## src/design/odc_pkg.sv

```systemverilog
package odc_pkg;

  // ----------------------------------------------------------------
  // Opcodes
  // ----------------------------------------------------------------
  localparam logic [7:0] OP_CONTRAST = 8'hC1;
  localparam logic [7:0] OP_MASTER = 8'hC7;
  localparam logic [7:0] OP_MUX = 8'hCA;
  localparam logic [7:0] OP_ENH = 8'hD1;
  localparam logic [7:0] OP_LOCK = 8'hFD;
  localparam logic [7:0] OP_FUNC = 8'hAB;
  localparam logic [7:0] OP_GRAY = 8'hB8;
  localparam logic [7:0] OP_GRAY_EN = 8'h00;

  // ----------------------------------------------------------------
  // Reset values and parameter fields
  // ----------------------------------------------------------------
  localparam logic [7:0] CONTRAST_RST = 8'h7F;
  localparam logic [3:0] SCALE_RST = 4'hF;
  localparam logic [6:0] MUX_RST = 7'h7F;
  localparam logic [6:0] MUX_MIN = 7'h0F;
  localparam logic [1:0] ENH_RST = 2'h2;
  localparam logic [1:0] ENH_RSVD = 2'h0;
  localparam logic [7:0] ENH_MASK = 8'hCF;
  localparam logic [7:0] ENH_FIXED = 8'h82;
  localparam logic [7:0] ENH_TAIL = 8'h20;
  localparam logic [7:0] LOCK_RST = 8'h12;
  localparam int LOCK_BIT = 2;
  localparam int VDD_BIT = 0;
  localparam logic VDD_RST = 1'b0;
  localparam int GRAY_LEVELS = 15;
  localparam logic [3:0] GRAY_LAST = 4'hE;
  localparam logic [7:0] GRAY_RST = 8'h00;

  // ----------------------------------------------------------------
  // Register map
  // ----------------------------------------------------------------
  localparam logic [7:0] ADR_CTRL = 8'h00;
  localparam logic [7:0] ADR_STATUS = 8'h04;
  localparam logic [7:0] ADR_SETTINGS = 8'h08;
  localparam logic [7:0] ADR_GRAY_BASE = 8'h40;
  localparam logic CTRL_RST = 1'b1;
  localparam int SET_SCALE_LSB = 8;
  localparam int SET_MUX_LSB = 16;
  localparam int SET_ENH_LSB = 24;
  localparam int STA_LOCK_BIT = 0;
  localparam int STA_VDD_BIT = 1;
  localparam int STA_PEND_BIT = 2;

  // ----------------------------------------------------------------
  // Types
  // ----------------------------------------------------------------
  typedef struct packed {
    logic valid;
    logic dc;
    logic [7:0] data;
  } odc_byte_t;

  typedef struct packed {
    logic [7:0] contrast;
    logic [3:0] scale;
    logic [6:0] mux;
    logic [1:0] enh;
    logic locked;
    logic vdd_en;
  } odc_cfg_t;

  typedef enum logic [3:0] {
    ST_IDLE, ST_CONTRAST, ST_MASTER, ST_MUX, ST_ENH1, ST_ENH2,
    ST_LOCK, ST_FUNC, ST_GRAY
  } odc_state_t;

endpackage : odc_pkg

```

## src/design/odc_cmd_decoder.sv

```systemverilog
// Register access over Wishbone and the placing of the registers were chosen for this implementation.
`timescale 1ns/1ns
`default_nettype none

module odc_cmd_decoder
  import odc_pkg::*;
(
  // Clock and reset
  input wire logic clk,
  input wire logic rstn,
  // Host byte stream
  input var odc_byte_t in_byte,
  // Wishbone slave
  input wire logic wb_cyc_i,
  input wire logic wb_stb_i,
  input wire logic wb_we_i,
  input wire logic [7:0] wb_adr_i,
  input wire logic [3:0] wb_sel_i,
  input wire logic [31:0] wb_dat_i,
  output logic [31:0] wb_dat_o,
  output logic wb_ack_o,
  // Panel settings
  output odc_cfg_t cfg,
  output logic [7:0] row_count,
  output logic [GRAY_LEVELS-1:0][7:0] gray_level
);

  // --------------------------------------------------------------
  // Decode helpers
  // --------------------------------------------------------------
  function automatic odc_state_t odc_dispatch(input logic [7:0] op);
    case (op)
      OP_CONTRAST: odc_dispatch = ST_CONTRAST;
      OP_MASTER: odc_dispatch = ST_MASTER;
      OP_MUX: odc_dispatch = ST_MUX;
      OP_ENH: odc_dispatch = ST_ENH1;
      OP_LOCK: odc_dispatch = ST_LOCK;
      OP_FUNC: odc_dispatch = ST_FUNC;
      OP_GRAY: odc_dispatch = ST_GRAY;
      default: odc_dispatch = ST_IDLE;
    endcase
  endfunction : odc_dispatch

  function automatic logic odc_cmd_allowed(input logic [7:0] op,
                                           input logic lk);
    odc_cmd_allowed = !lk || (op == OP_LOCK);
  endfunction : odc_cmd_allowed

  // --------------------------------------------------------------
  // Byte classification
  // --------------------------------------------------------------
  logic accept_en;
  logic acc;
  logic is_cmd;
  logic is_par;
  logic cmd_ok;
  odc_state_t st;
  logic [3:0] gray_idx;
  logic gray_pend;
  logic [GRAY_LEVELS-1:0][7:0] gray_stage;
  logic [1:0] enh_pend;
  logic enh_pend_ok;

  assign acc = in_byte.valid && accept_en;
  assign is_cmd = acc && !in_byte.dc;
  assign is_par = acc && in_byte.dc;
  assign cmd_ok = is_cmd && odc_cmd_allowed(in_byte.data, cfg.locked);

  // --------------------------------------------------------------
  // Sequencer
  // --------------------------------------------------------------
  always_ff @(posedge clk) begin
    if (!rstn) begin
      st <= ST_IDLE;
    end else if (is_cmd) begin
      st <= cmd_ok ? odc_dispatch(in_byte.data) : ST_IDLE;
    end else if (is_par) begin
      case (st)
        ST_ENH1: st <= ST_ENH2;
        ST_GRAY: begin
          if (gray_idx == GRAY_LAST) begin
            st <= ST_IDLE;
          end
        end
        default: st <= ST_IDLE;
      endcase
    end
  end

  // --------------------------------------------------------------
  // Settings
  // --------------------------------------------------------------
  always_ff @(posedge clk) begin
    if (!rstn) begin
      cfg.contrast <= CONTRAST_RST;
    end else if (is_par && st == ST_CONTRAST) begin
      cfg.contrast <= in_byte.data;
    end
  end

  always_ff @(posedge clk) begin
    if (!rstn) begin
      cfg.scale <= SCALE_RST;
    end else if (is_par && st == ST_MASTER) begin
      cfg.scale <= in_byte.data[3:0];
    end
  end

  always_ff @(posedge clk) begin
    if (!rstn) begin
      cfg.mux <= MUX_RST;
      row_count <= {1'b0, MUX_RST} + 8'h01;
    end else if (is_par && st == ST_MUX && in_byte.data[6:0] >= MUX_MIN) begin
      cfg.mux <= in_byte.data[6:0];
      row_count <= {1'b0, in_byte.data[6:0]} + 8'h01;
    end
  end

  always_ff @(posedge clk) begin
    if (!rstn) begin
      cfg.enh <= ENH_RST;
      enh_pend <= ENH_RST;
      enh_pend_ok <= 1'b0;
    end else if (is_par && st == ST_ENH1) begin
      enh_pend <= in_byte.data[5:4];
      enh_pend_ok <= ((in_byte.data & ENH_MASK) == ENH_FIXED) &&
                     (in_byte.data[5:4] != ENH_RSVD);
    end else if (is_par && st == ST_ENH2) begin
      if (enh_pend_ok && in_byte.data == ENH_TAIL) begin
        cfg.enh <= enh_pend;
      end
      enh_pend_ok <= 1'b0;
    end
  end

  always_ff @(posedge clk) begin
    if (!rstn) begin
      cfg.locked <= LOCK_RST[LOCK_BIT];
    end else if (is_par && st == ST_LOCK) begin
      cfg.locked <= in_byte.data[LOCK_BIT];
    end
  end

  always_ff @(posedge clk) begin
    if (!rstn) begin
      cfg.vdd_en <= VDD_RST;
    end else if (is_par && st == ST_FUNC) begin
      cfg.vdd_en <= in_byte.data[VDD_BIT];
    end
  end

  // --------------------------------------------------------------
  // Gray-scale table
  // --------------------------------------------------------------
  always_ff @(posedge clk) begin
    if (!rstn) begin
      gray_idx <= 4'h0;
      gray_pend <= 1'b0;
    end else if (cmd_ok && in_byte.data == OP_GRAY) begin
      gray_idx <= 4'h0;
      gray_pend <= 1'b0;
    end else if (is_par && st == ST_GRAY) begin
      gray_idx <= gray_idx + 4'h1;
      if (gray_idx == GRAY_LAST) begin
        gray_pend <= 1'b1;
      end
    end else if (cmd_ok && in_byte.data == OP_GRAY_EN) begin
      gray_pend <= 1'b0;
    end
  end

  for (genvar i = 0; i < GRAY_LEVELS; i++) begin : g_gray
    always_ff @(posedge clk) begin
      if (!rstn) begin
        gray_stage[i] <= GRAY_RST;
      end else if (is_par && st == ST_GRAY && gray_idx == 4'(i)) begin
        gray_stage[i] <= in_byte.data;
      end
    end

    always_ff @(posedge clk) begin
      if (!rstn) begin
        gray_level[i] <= GRAY_RST;
      end else if (cmd_ok && in_byte.data == OP_GRAY_EN && gray_pend) begin
        gray_level[i] <= gray_stage[i];
      end
    end
  end

  // --------------------------------------------------------------
  // Wishbone slave
  // --------------------------------------------------------------
  logic wb_req;
  logic [31:0] next_rdata;
  logic [7:0] gray_off;

  assign wb_req = wb_cyc_i && wb_stb_i;
  assign gray_off = wb_adr_i - ADR_GRAY_BASE;

  always_comb begin
    next_rdata = 32'h0000_0000;
    case (wb_adr_i)
      ADR_CTRL: next_rdata[0] = accept_en;
      ADR_STATUS: begin
        next_rdata[STA_LOCK_BIT] = cfg.locked;
        next_rdata[STA_VDD_BIT] = cfg.vdd_en;
        next_rdata[STA_PEND_BIT] = gray_pend;
      end
      ADR_SETTINGS: begin
        next_rdata[7:0] = cfg.contrast;
        next_rdata[SET_SCALE_LSB +: 4] = cfg.scale;
        next_rdata[SET_MUX_LSB +: 7] = cfg.mux;
        next_rdata[SET_ENH_LSB +: 2] = cfg.enh;
      end
      default: begin
        if (wb_adr_i >= ADR_GRAY_BASE && gray_off[1:0] == 2'b00 &&
            gray_off[7:2] < 6'(GRAY_LEVELS)) begin
          next_rdata[7:0] = gray_level[gray_off[5:2]];
        end
      end
    endcase
  end

  always_ff @(posedge clk) begin
    if (!rstn) begin
      wb_ack_o <= 1'b0;
      wb_dat_o <= 32'h0000_0000;
    end else begin
      wb_ack_o <= wb_req && !wb_ack_o;
      if (wb_req && !wb_ack_o) begin
        wb_dat_o <= next_rdata;
      end
    end
  end

  always_ff @(posedge clk) begin
    if (!rstn) begin
      accept_en <= CTRL_RST;
    end else if (wb_req && wb_we_i && wb_ack_o && wb_sel_i[0] &&
                 wb_adr_i == ADR_CTRL) begin
      accept_en <= wb_dat_i[0];
    end
  end
endmodule : odc_cmd_decoder

`default_nettype wire

```

## config.mk

```make
export PLATFORM = sky130hd
export DESIGN_NAME = odc_cmd_decoder
export DESIGN_NICKNAME = d
export VERILOG_FILES = /design/src/design/odc_pkg.sv /design/src/design/odc_cmd_decoder.sv
export SDC_FILE = /design/constraint.sdc
export NUM_CORES = 1
export LEC_CHECK = 0
export ABC_AREA = 0
export BUFFER_PORTS_ARGS = -buffer_cell sky130_fd_sc_hd__buf_4
export CELL_PAD_IN_SITES_DETAIL_PLACEMENT = 1
export CELL_PAD_IN_SITES_GLOBAL_PLACEMENT = 2
export CORE_MARGIN = 2
export CORE_UTILIZATION = 36
export CTS_CLUSTER_DIAMETER = 200
export CTS_CLUSTER_SIZE = 16
export DETAILED_ROUTE_END_ITERATION = 10
export PLACE_DENSITY_LB_ADDON = 0.1
export SYNTH_ARGS = -nofsm -noshare
export SYNTH_HDL_FRONTEND = slang
export SYNTH_SLANG_ARGS = --single-unit
```

## constraint.sdc

```tcl
create_clock -name clk -period 3.75 [get_ports clk]
set_clock_uncertainty 0.1 [all_clocks]
set_input_delay 0.5625 -clock clk [delete_from_list [all_inputs] [get_ports clk]]
set_output_delay 0.5625 -clock clk [all_outputs]
set_load 0.02 [all_outputs]
```

* Word level (Yosys, flattened, before mapping)
Cells that the tools add are included.
Widths: inputs -> output; s select.
** Word-level totals
- Register bits after elaboration :: 306
- Input bits :: 59
** Operators by class
- Reduce and logical (&&, ||, !) cells :: 58
- Equal/unequal tests :: 35
- $add $sub $neg :: 3
- Mux-type cells :: 20
- Order comparisons :: 4
- Bitwise logic cells :: 2
** Operator list (number)
- $eq 8x8->1 const B :: 7
- $logic_and 1x1->1 :: 41
- $bmux 8 s4 :: 1
- $eq 4x3->1 const B :: 8
- $eq 4x4->1 const B :: 8
- $pmux 4 s7 :: 1
- $mux 4 :: 5
- $eq 4x2->1 const B :: 4
- $logic_not 8->1 :: 2
- $mux 8 :: 2
- $pmux 5 s2 :: 1
- $add 7x1->8 const B :: 1
- $eq 4x1->1 const B :: 2
- $eq 8x3->1 const B :: 1
- $eq 8x4->1 const B :: 1
- $eq 8x6->1 const B :: 1
- $ge 8x7->1 const B :: 1
- $pmux 4 s2 :: 1
- $reduce_bool 2->1 :: 4
- $sub 8x7->8 const B :: 1
- $ge 7x4->1 const B :: 1
- $mux 7 :: 1
- $eq 6x6->1 const B :: 1
- $lt 6x4->1 const B :: 1
- other kinds (16) :: 25

* Logic depth before layout (Yosys ltp)
Gate-level depths: netlist (run 1).
- Word-level depth :: 6
- Gate-level depth with buffers :: 10
- Depth with buffers taken out :: 6

* Worst setup path before layout (run 1)
Ideal clock, no wire load.
- Kind :: input to register
- Start point :: input port in_byte[0] (netlist name)
- End point :: register gray_level[0] (netlist name)
- Stages :: 10
- Setup slack :: 1.153 ns
- Data arrival time :: 2.425 ns
- Library setup time :: 0.072 ns
- Path buffers :: 4
- Cell sequence :: clkbuf_1 > inv_1 > ha_1 > or4b_4 > nor4_2 > and4_1 > buf_4 > buf_12 > buf_12 > mux2i_1
** On the way
- Longest elaborated chain between the ends :: 5
- Elaborated cells on any way between the ends :: 6
- Classes of those cells :: 1 x eq/ne; 5 x reduce/logical
** Ends and longest elaborated chain
- from (decl) :: line odc_cmd_decoder.sv:12 : input var odc_byte_t in_byte,
- $eq 8x8->1 :: line odc_cmd_decoder.sv:46 : odc_cmd_allowed = !lk || (op == OP_LOCK);
- $logic_or 1x1->1 :: line odc_cmd_decoder.sv:46
- $logic_and 1x1->1 :: line odc_cmd_decoder.sv:67 : assign cmd_ok = is_cmd && odc_cmd_allowed(in_byte.data, cfg.locked);
- $logic_and 1x1->1 (*) (2 in a row) :: line odc_cmd_decoder.sv:184 : end else if (cmd_ok && in_byte.data == OP_GRAY_EN && gray_pend) begin
- to (signal, indexed assignment) :: line odc_cmd_decoder.sv:185 : gray_level[i] <= gray_stage[i];
- to (decl) :: line odc_cmd_decoder.sv:25 : output logic [GRAY_LEVELS-1:0][7:0] gray_level
Every way passes the cells marked *; elsewhere a longest branch is shown, timed or not.
A chain may end at the register's enable or synchronous reset.

* Final worst setup path (run 1)
- Start point :: input port in_byte[0] (netlist name)
- End point :: register gray_level[17] (netlist name)
Same word-level chain as after synthesis.

==> results of run 1 <==
cell type report:
| class | count | area [µm²] |
|---|---|---|
| clock inverters | 2 | 25.0 |
| clock buffers | 23 | 576 |
| flip-flops and latches | 306 | 6130 |
| multi-input cells | 1082 | 6640 |
| inverters | 17 | 66.3 |
| fillers | 4402 | 21800 |
| well taps | 511 | 639 |
| repair buffers | 224 | 1740 |
worst paths after layout:
path / from / end / slack [ps] / depth (start not counted)
worst max-delay path: in_byte[0] / gray_level[17] / 1120 / 8
worst min-delay path: wb_dat_i[0] / accept_en / 200 / 2
worst max register to register: st[0] / gray_stage[91] / 1270 / 6
worst min register to register: gray_stage[46] / gray_level[46] / 350 / 2
cells by family after synthesis:
logic type      share of synthesized area, %
simple gates                            17.9
other cells                           0.0274
xor+xnor                               0.448
mux                                     14.3
buf+inv                                 7.03
fa+ha+maj                              0.732
compound gates                          14.8
flops                                   44.8
routing by layer:
| layer | up-vias | global-route usage, % |
|---|---|---|
| met5 | - | 0 |
| met4 | 0 | 5.17 |
| met3 | 49 | 2.29 |
| met2 | 234 | 41.3 |
| met1 | 5942 | 35.7 |
| li1 | 5658 | - |
registers in the layout (all words and copies together) (netlist names):
| register | count |
|---|---|
| accept_en | 1 |
| cfg | 23 |
| enh_pend | 2 |
| enh_pend_ok | 1 |
| gray_idx | 4 |
| gray_level | 120 |
| gray_pend | 1 |
| gray_stage | 120 |
| row_count | 8 |
| st | 4 |
| wb_ack_o | 1 |
| wb_dat_o | 21 |
Yosys cell counts (3+ instances only):
| library cell | count | area [µm²] |
|---|---|---|
| o311ai_0 | 4 | 35.0 |
| a21oi_1 | 141 | 706 |
| a211oi_1 | 7 | 52.6 |
| nor2_1 | 32 | 120 |
| nand2b_1 | 7 | 43.8 |
| and4_1 | 9 | 78.8 |
| mux4_2 | 19 | 428 |
| o2111ai_1 | 3 | 26.3 |
| buf_1 | 4 | 15.0 |
| nor2b_1 | 13 | 81.3 |
| o221ai_1 | 5 | 43.8 |
| mux2i_1 | 147 | 1470 |
| nand3_1 | 145 | 726 |
| nor3_1 | 6 | 30.0 |
| o21ai_1 | 23 | 115 |
| buf_4 | 17 | 128 |
| a31oi_1 | 11 | 68.8 |
| nand4_1 | 12 | 75.1 |
| o22ai_1 | 3 | 18.8 |
| buf_2 | 23 | 115 |
| buf_12 | 11 | 220 |
| nor4_1 | 3 | 18.8 |
| o21ai_0 | 115 | 576 |
| dfxtp_1 | 306 | 6130 |
| xnor2_1 | 6 | 52.6 |
| and2_1 | 4 | 25.0 |
| clkbuf_1 | 112 | 420 |
| ha_1 | 8 | 100 |
| a22o_1 | 4 | 35.0 |
| inv_1 | 16 | 60.1 |
| mux2_2 | 5 | 56.3 |
| nand2_1 | 269 | 1010 |
| a22oi_1 | 17 | 128 |
| o211ai_1 | 6 | 45.0 |
| nand3b_1 | 4 | 30.0 |
| or3_1 | 4 | 25.0 |
| and3_1 | 3 | 18.8 |
power by group through the flow:
stage	Combinational, W	Clock, W	Sequential [W]
6_report	0.000322	0.00230	0.00326
5_1_grt	0.000344	0.00250	0.00326
4_1_cts	0.000324	0.00239	0.00326
3_5_place_dp	0.000323	0	0.00334
3_3_place_gp	0.000321	0	0.00334
2_1_floorplan	0.000200	0	0.00334
metrics by stage:
| step | setup slack (ps) | hold WS [ps] | cell area [µm²] | power, W | std cells |
|---|---|---|---|---|---|
| CTS | 1150 | 162 | 15800 | 0.00597 | 2165 |
| detailed placement | 586 | 349 | 15200 | 0.00366 | 2140 |
| global placement | 635 | 341 | 15200 | 0.00366 | 2140 |
| global route | 1040 | 178 | 15800 | 0.00610 | 2165 |
| floorplan | 1150 | 332 | 13700 | 0.00354 | 1572 |
| finish | 1120 | 195 | 15800 | 0.00589 | 2165 |
worst reg2reg max path: cells and delay by family (launching register included):
family	cells	cell delay (ps)
AOI/OAI and AO/OA	1	170
buffers and inverters	2	690
DFF	1	400
and+or+nand+nor	3	1060
==> flow_summary.ini, run 1 <==
[synthesis]
ys_ff_latch = 306
yosys_warnings = 0
netlist_instances = 1562
syn_area_per_cell_um2 = 8.76
ys_seq_area_share_pct = 44.8
syn_area_um2 = 13700
async_flop_share_pct = 0
yosys_most_used_dff = dfxtp_1
synth_cell_types = 68
synth_edf_count = 0

[clock_network]
postCtsSetupBuffers = 0
clk_pin_slew_ps = 70
cts_buffers = 23
cts_tree = yes
cts_max_level = 1
cts_sinks = 306
cts_resized = 0
root_buffer = clkbuf_16
clkLatencyLatePin_ps = 540
ctsHoldBuffers = 0
clockBufferDepth = 3

[setup_path]
cp.arrival_ps = 2990
cp_slowest_cell = or4b_4
cp_slowest_stage_delay_ps = 480
cp_top_family = simple AND/OR/NAND/NOR gates
crit_buf_inv = 3
worstPathMaxFanout = 67
crit_type = in2reg
cp-start-kind = input pin
crit_path_cell_trace = buf_4 > inv_1 > ha_1 > or4b_4 > nor4_2 > and4_4 > buf_12 > mux2i_1
critPathCaptureType = flop
crit_required_ps = 4110

[detailed_routing]
vias = 11883
wirelength_mm = 50.3
routed.top_layer = met4
ant_nets = 0
wire_per_inst_um = 23.2
viasPerCell = 5.49
wl_met3_mm = 1.75
dr_wl_met2_mm = 23.5
drt-met1-wl_mm = 24.1
drt_pre_antenna_iters = 4
drt_iter0_markers = 909
drcViolationCount = 0

[pwr]
seqPwrFrac_pct = 55.4
p_leak_nw = 5.39
p_sw_share_pct = 24.7
p_comb_share_pct = 5.5
p_int_w = 0.00443
power_density_nw_per_um2 = 372
irDropWorstVdd_v = 0.000378
p_sw_w = 0.00146
p_clk_share_pct = 39.1

[timing]
tightest_slew_ps = 1080
maxSlewViolCount = 0
finalSetupViolCount = 0
period_share_pct = 70.1
fin_setup_tns_ps = 0
hold_viol = 0
relSlewSlack_pct = 27.7
max_freq_mhz = 381
period_needed_ps = 2630
rsz0062_at_grt = no

[floorplan]
dieArea_um2 = 39600
fp-row-count = 71
die_w_um = 199
die_h_um = 199
io_pins = 243
core_um2 = 37600
start_util_pct = 36.4

[global_route]
grt_pass1_wl_mm = 74.9
track_usage_pct = 25.1
grt_max_degree = 157
grt_pass1_vias = 11613
overflow = 0
antenna_found_initial = 0

[final_layout]
layout_common_cells = dfxtp_1 (306), nand2_1 (269), buf_4 (219)
syn_to_final_growth_pct = 15.6
antenna_cells = 0
final_common_cell = dfxtp_1
fin_util_pct = 42.1
layout-drive-gt1-share_pct = 17.2
layout.nets = 1721

[placed_design]
dp_hpwl_mm = 31.7
place_congestion = 0.783
port_buffers = 197

[flow_run]
cap_violations = 0

[status]
status = finished clean

[min_path]
hold_path_class = in2reg
(Power assumes the default switching activity.)
==> run 2, diff against run 1 <==
- CORE_UTILIZATION: 36 -> 30
- clock period: 3.75 -> 2.33 ns (I/O delays scaled with it)
==> run 2 against run 1 <==
Compared with the run above:
- critical path depth fell by 4
- sequential share of layout area fell by 1.6 points
- clock power rose by 62%
- critical endpoint is now gray_stage[111]
==> flow_summary.ini, run 2 (same netlist as run 1, synthesis figures left out) <==
[final_layout]
syn_to_final_growth_pct = 20.5
final_common_cell = dfxtp_1
top_regs = gray_level (120), gray_stage (120), cfg (23)
layout.nets = 1776
layout_common_cells = dfxtp_1 (306), nand2_1 (269), buf_4 (260)
instances_no_fill = 2308
layout-drive-gt1-share_pct = 19.9
antenna_cells = 0

[placed_design]
port_buffers = 197
place_congestion = 0.797
dp_hpwl_mm = 36.1
post-place-cells = 2283

[global_route]
overflow = 0
grt_pass1_wl_mm = 80.6
grt_max_degree = 99
antenna_found_initial = 0
track_usage_pct = 22.4
grt_pass1_vias = 12251

[clock_network]
clockBufferDepth = 3
cts_sinks = 306
clk_pin_slew_ps = 80
root_buffer = clkbuf_16
clkLatencyLatePin_ps = 550
cts_max_level = 1
cts_tree = yes
cts_buffers = 23

[timing]
tightest_slew_ps = 825
period_needed_ps = 2130
rsz0062_at_grt = no
finalSetupViolCount = 0
maxSlewViolCount = 0
period_share_pct = 91.3
relSlewSlack_pct = 44.9
max_freq_mhz = 470
hold_viol = 0
fin_setup_tns_ps = 0
whs_ps = 64.8

[detailed_routing]
drt_pre_antenna_iters = 5
drt_iter0_markers = 697
wirelength_mm = 53.3
vias = 12140
wire_per_inst_um = 23.1
ant_nets = 0
viasPerCell = 5.26
drcViolationCount = 0

[floorplan]
core_um2 = 45200
dieArea_um2 = 47300
io_pins = 243
fp-row-count = 78
start_util_pct = 30.3
die_w_um = 218
die_h_um = 218

[setup_path]
critPathCaptureType = flop
worstPathMaxFanout = 24
cp-start-kind = flop
crit_type = reg2reg
crit_required_ps = 2640
cp.arrival_ps = 2440
r2r_slack_ps = 200

[pwr]
irDropWorstVdd_v = 0.000538
power_density_nw_per_um2 = 581
power_w = 0.00957
p_leak_nw = 5.70

[min_path]
hold_path_class = in2reg

[status]
status = finished clean

[flow_run]
cap_violations = 0
## run 2: path summary, 6_finish.rpt
| kind | start | to | depth (start not counted) |
|---|---|---|---|
| setup / recovery | st[1] | gray_stage[111] | 4 |
| hold / removal | in_byte[2] | cfg[6] | 3 |
| setup reg to reg | st[1] | gray_stage[111] | 4 |
| hold reg to reg | gray_stage[48] | gray_level[48] | 2 |
## run 2: report_power, final
group | switching [W] | internal [W] | leakage, nW | total (W)
Combinational | 0.000420 | 0.000171 | 2.94 | 0.000591
Sequential | 0.0000151 | 0.00523 | 2.47 | 0.00525
Clock | 0.00197 | 0.00177 | 0.291 | 0.00373
Total | 0.00240 | 0.00717 | 5.70 | 0.00957
## run 2: area by class of cell
| type | count | area, µm² |
|---|---|---|
| Clock buffer | 23 | 576 |
| Clock inverter | 1 | 16.3 |
| Fill cell | 5215 | 28700 |
| Inverter | 17 | 66.3 |
| Multi-Input combinational cell | 1082 | 6640 |
| Sequential cell | 306 | 6130 |
| Tap cell | 600 | 751 |
| Timing Repair Buffer | 279 | 2320 |
## run 2: what timing repair did
action	4_1_cts	5_1_grt
setup buffers	0	0
hold endpoints to repair	1	0
resized for setup	0	0
endpoints found under the setup margin	0	0
hold buffers	1	0
## run 2: through the flow
stage | worst slack, ps | utilization (%) | instance area (µm²)
detailed placement | -244 | 35.2 | 15900
finish | 202 | 36.5 | 16500
floorplan | 19.9 | - | 13700
CTS | 209 | 36.5 | 16500
global route | 70.7 | 36.5 | 16500
global placement | -174 | 35.2 | 15900
## run 2: routing by layer
metal	vias to the layer above	GRT usage (%)	wire [µm]
li1	5739	-	-
met1	6089	31.1	24800
met2	240	36.6	25000
met3	72	2.62	2050
met4	0	5.94	1470
met5	-	0	0
## run 2: worst max-delay path, stage by stage (launching register included)
cell and delay (ps):
dfxtp_1 380, or3b_4 440, or4_4 740, o21ai_0 240, a21oi_1 80
==> run 3, diff against run 2 <==
- BUFFER_PORTS_ARGS: -buffer_cell sky130_fd_sc_hd__buf_4 -> not set
- CORE_UTILIZATION: 30 -> 34
- DONT_BUFFER_PORTS: not set -> 1
==> run 3 against run 2 <==
Compared with the run above:
- setup slack got worse by 64 ps
- sequential power about the same
- wire length increased by 3.0%
- die area is 12% lower
- clock-buffer cell count unchanged
- register-to-register slack worse by 60 ps
- clock power barely moved
- core utilization increased by 5.4 points
- largest cell class unchanged
- highest routed layer unchanged
==> flow_summary.ini, run 3 (same netlist as run 1, synthesis figures left out) <==
[clock_network]
cts_max_level = 1
cts_buffers = 23
cts_tree = yes
cts_sinks = 306
clk_pin_slew_ps = 80
postCtsSetupBuffers = 0
root_buffer = clkbuf_16
clockBufferDepth = 3
clkLatencyLatePin_ps = 550

[pwr]
irDropWorstVdd_v = 0.000492
p_leak_nw = 4.94
power_density_nw_per_um2 = 567

[status]
status = finished clean

[global_route]
track_usage_pct = 25.8
grt_max_degree = 167
grt_pass1_wl_mm = 81.4
grt_pass1_vias = 12443
antenna_found_initial = 1
overflow = 0

[final_layout]
syn_to_final_growth_pct = 21.6
fin_util_pct = 41.9
final_common_cell = dfxtp_1
layout.nets = 1737
n_fill_cell = 4569
layout-drive-gt1-share_pct = 8.21
top_regs = gray_level (120), gray_stage (120), cfg (23)
layout_common_cells = dfxtp_1 (305), nand2_1 (268), dlygate4sd3_1 (169)

[placed_design]
place_congestion = 0.776
dp_hpwl_mm = 33.0
port_buffers = 0

[min_path]
hold_path_class = in2reg
holdPathStages = 4

[detailed_routing]
wire_per_inst_um = 25.0
wirelength_mm = 54.9
viasPerCell = 5.58
drcViolationCount = 0
drt_iter0_markers = 620
ant_nets = 0
drt_pre_antenna_iters = 5
vias = 12239

[timing]
relSlewSlack_pct = 50.9
maxSlewViolCount = 0
rsz0062_at_grt = no
tightest_slew_ps = 735
hold_viol = 0
period_share_pct = 94.1
max_freq_mhz = 456
fin_setup_tns_ps = 0
finalSetupViolCount = 0
period_needed_ps = 2190

[floorplan]
die_w_um = 205
fp-row-count = 73
core_um2 = 39700
dieArea_um2 = 41800
start_util_pct = 34.4
io_pins = 243
die_h_um = 205

[setup_path]
crit_required_ps = 2710
cp-start-kind = flop
cp.arrival_ps = 2570
critPathCaptureType = flop
crit_type = reg2reg
rr_worst_depth = 6
worstPathMaxFanout = 11

[flow_run]
cap_violations = 0
run 3: critical path, cell delays in order (launching register included):
cell and delay [ps]:
dfxtp_2 420, nand2_2 140, nor2_1 160, and4_4 330, buf_12 190, mux2i_1 200
dlygate4sd3_1 570
run 3: final cells by class:
| cell class | count | area (µm²) | share of cell area (%) |
|---|---|---|---|
| diodes | 1 | 2.50 | 0.0150 |
| clock buffers | 23 | 576 | 3.46 |
| clock inverters | 1 | 16.3 | 0.0978 |
| inverters | 17 | 66.3 | 0.399 |
| multi-input cells | 1082 | 6650 | 40.0 |
| flip-flops and latches | 306 | 6130 | 36.8 |
| well taps | 525 | 657 | 3.95 |
| repair buffers | 240 | 2540 | 15.3 |
run 3: per-stage QoR:
step,instance area [µm²],instances,power (W),setup slack (ps),hold WS (ps)
after global placement,14200,1993,0.00564,-3.45,344
after global routing,16600,2194,0.00974,12.7,20.1
after detailed placement,14200,1993,0.00565,-46.1,348
after CTS,16600,2193,0.00953,23.9,3.82
after floorplan,13700,1572,0.00570,19.9,332
final,16600,2195,0.00943,138,26.6
run 3: worst paths after layout:
check | start | end | slack [ps]
worst max register to register | accept_en | gray_level[16] | 140
worst min-delay path | in_byte[5] | cfg[3] | 30
worst max-delay path | accept_en | gray_level[16] | 140
worst min register to register | gray_stage[70] | gray_level[70] | 350
run 3: routing by layer:
layer | global-route usage (%) | routed length, µm | up-vias
met3 | 4.87 | 3010 | 61
met4 | 7.12 | 1280 | 0
li1 | - | - | 5675
met5 | 0 | 0 | -
met1 | 34.1 | 24500 | 6252
met2 | 42.9 | 26100 | 251
run 3: repair_timing:
action	in CTS	in global routing
endpoints found under the hold margin	279	1
hold buffers	176	1
resized for setup	0	4
setup endpoints to repair	0	8
run 3: power by group:
part           total (W)  internal [W]  switching (W)
Clock            0.00374       0.00177        0.00197
Combinational   0.000425      0.000137       0.000289
Sequential       0.00526       0.00523      0.0000294
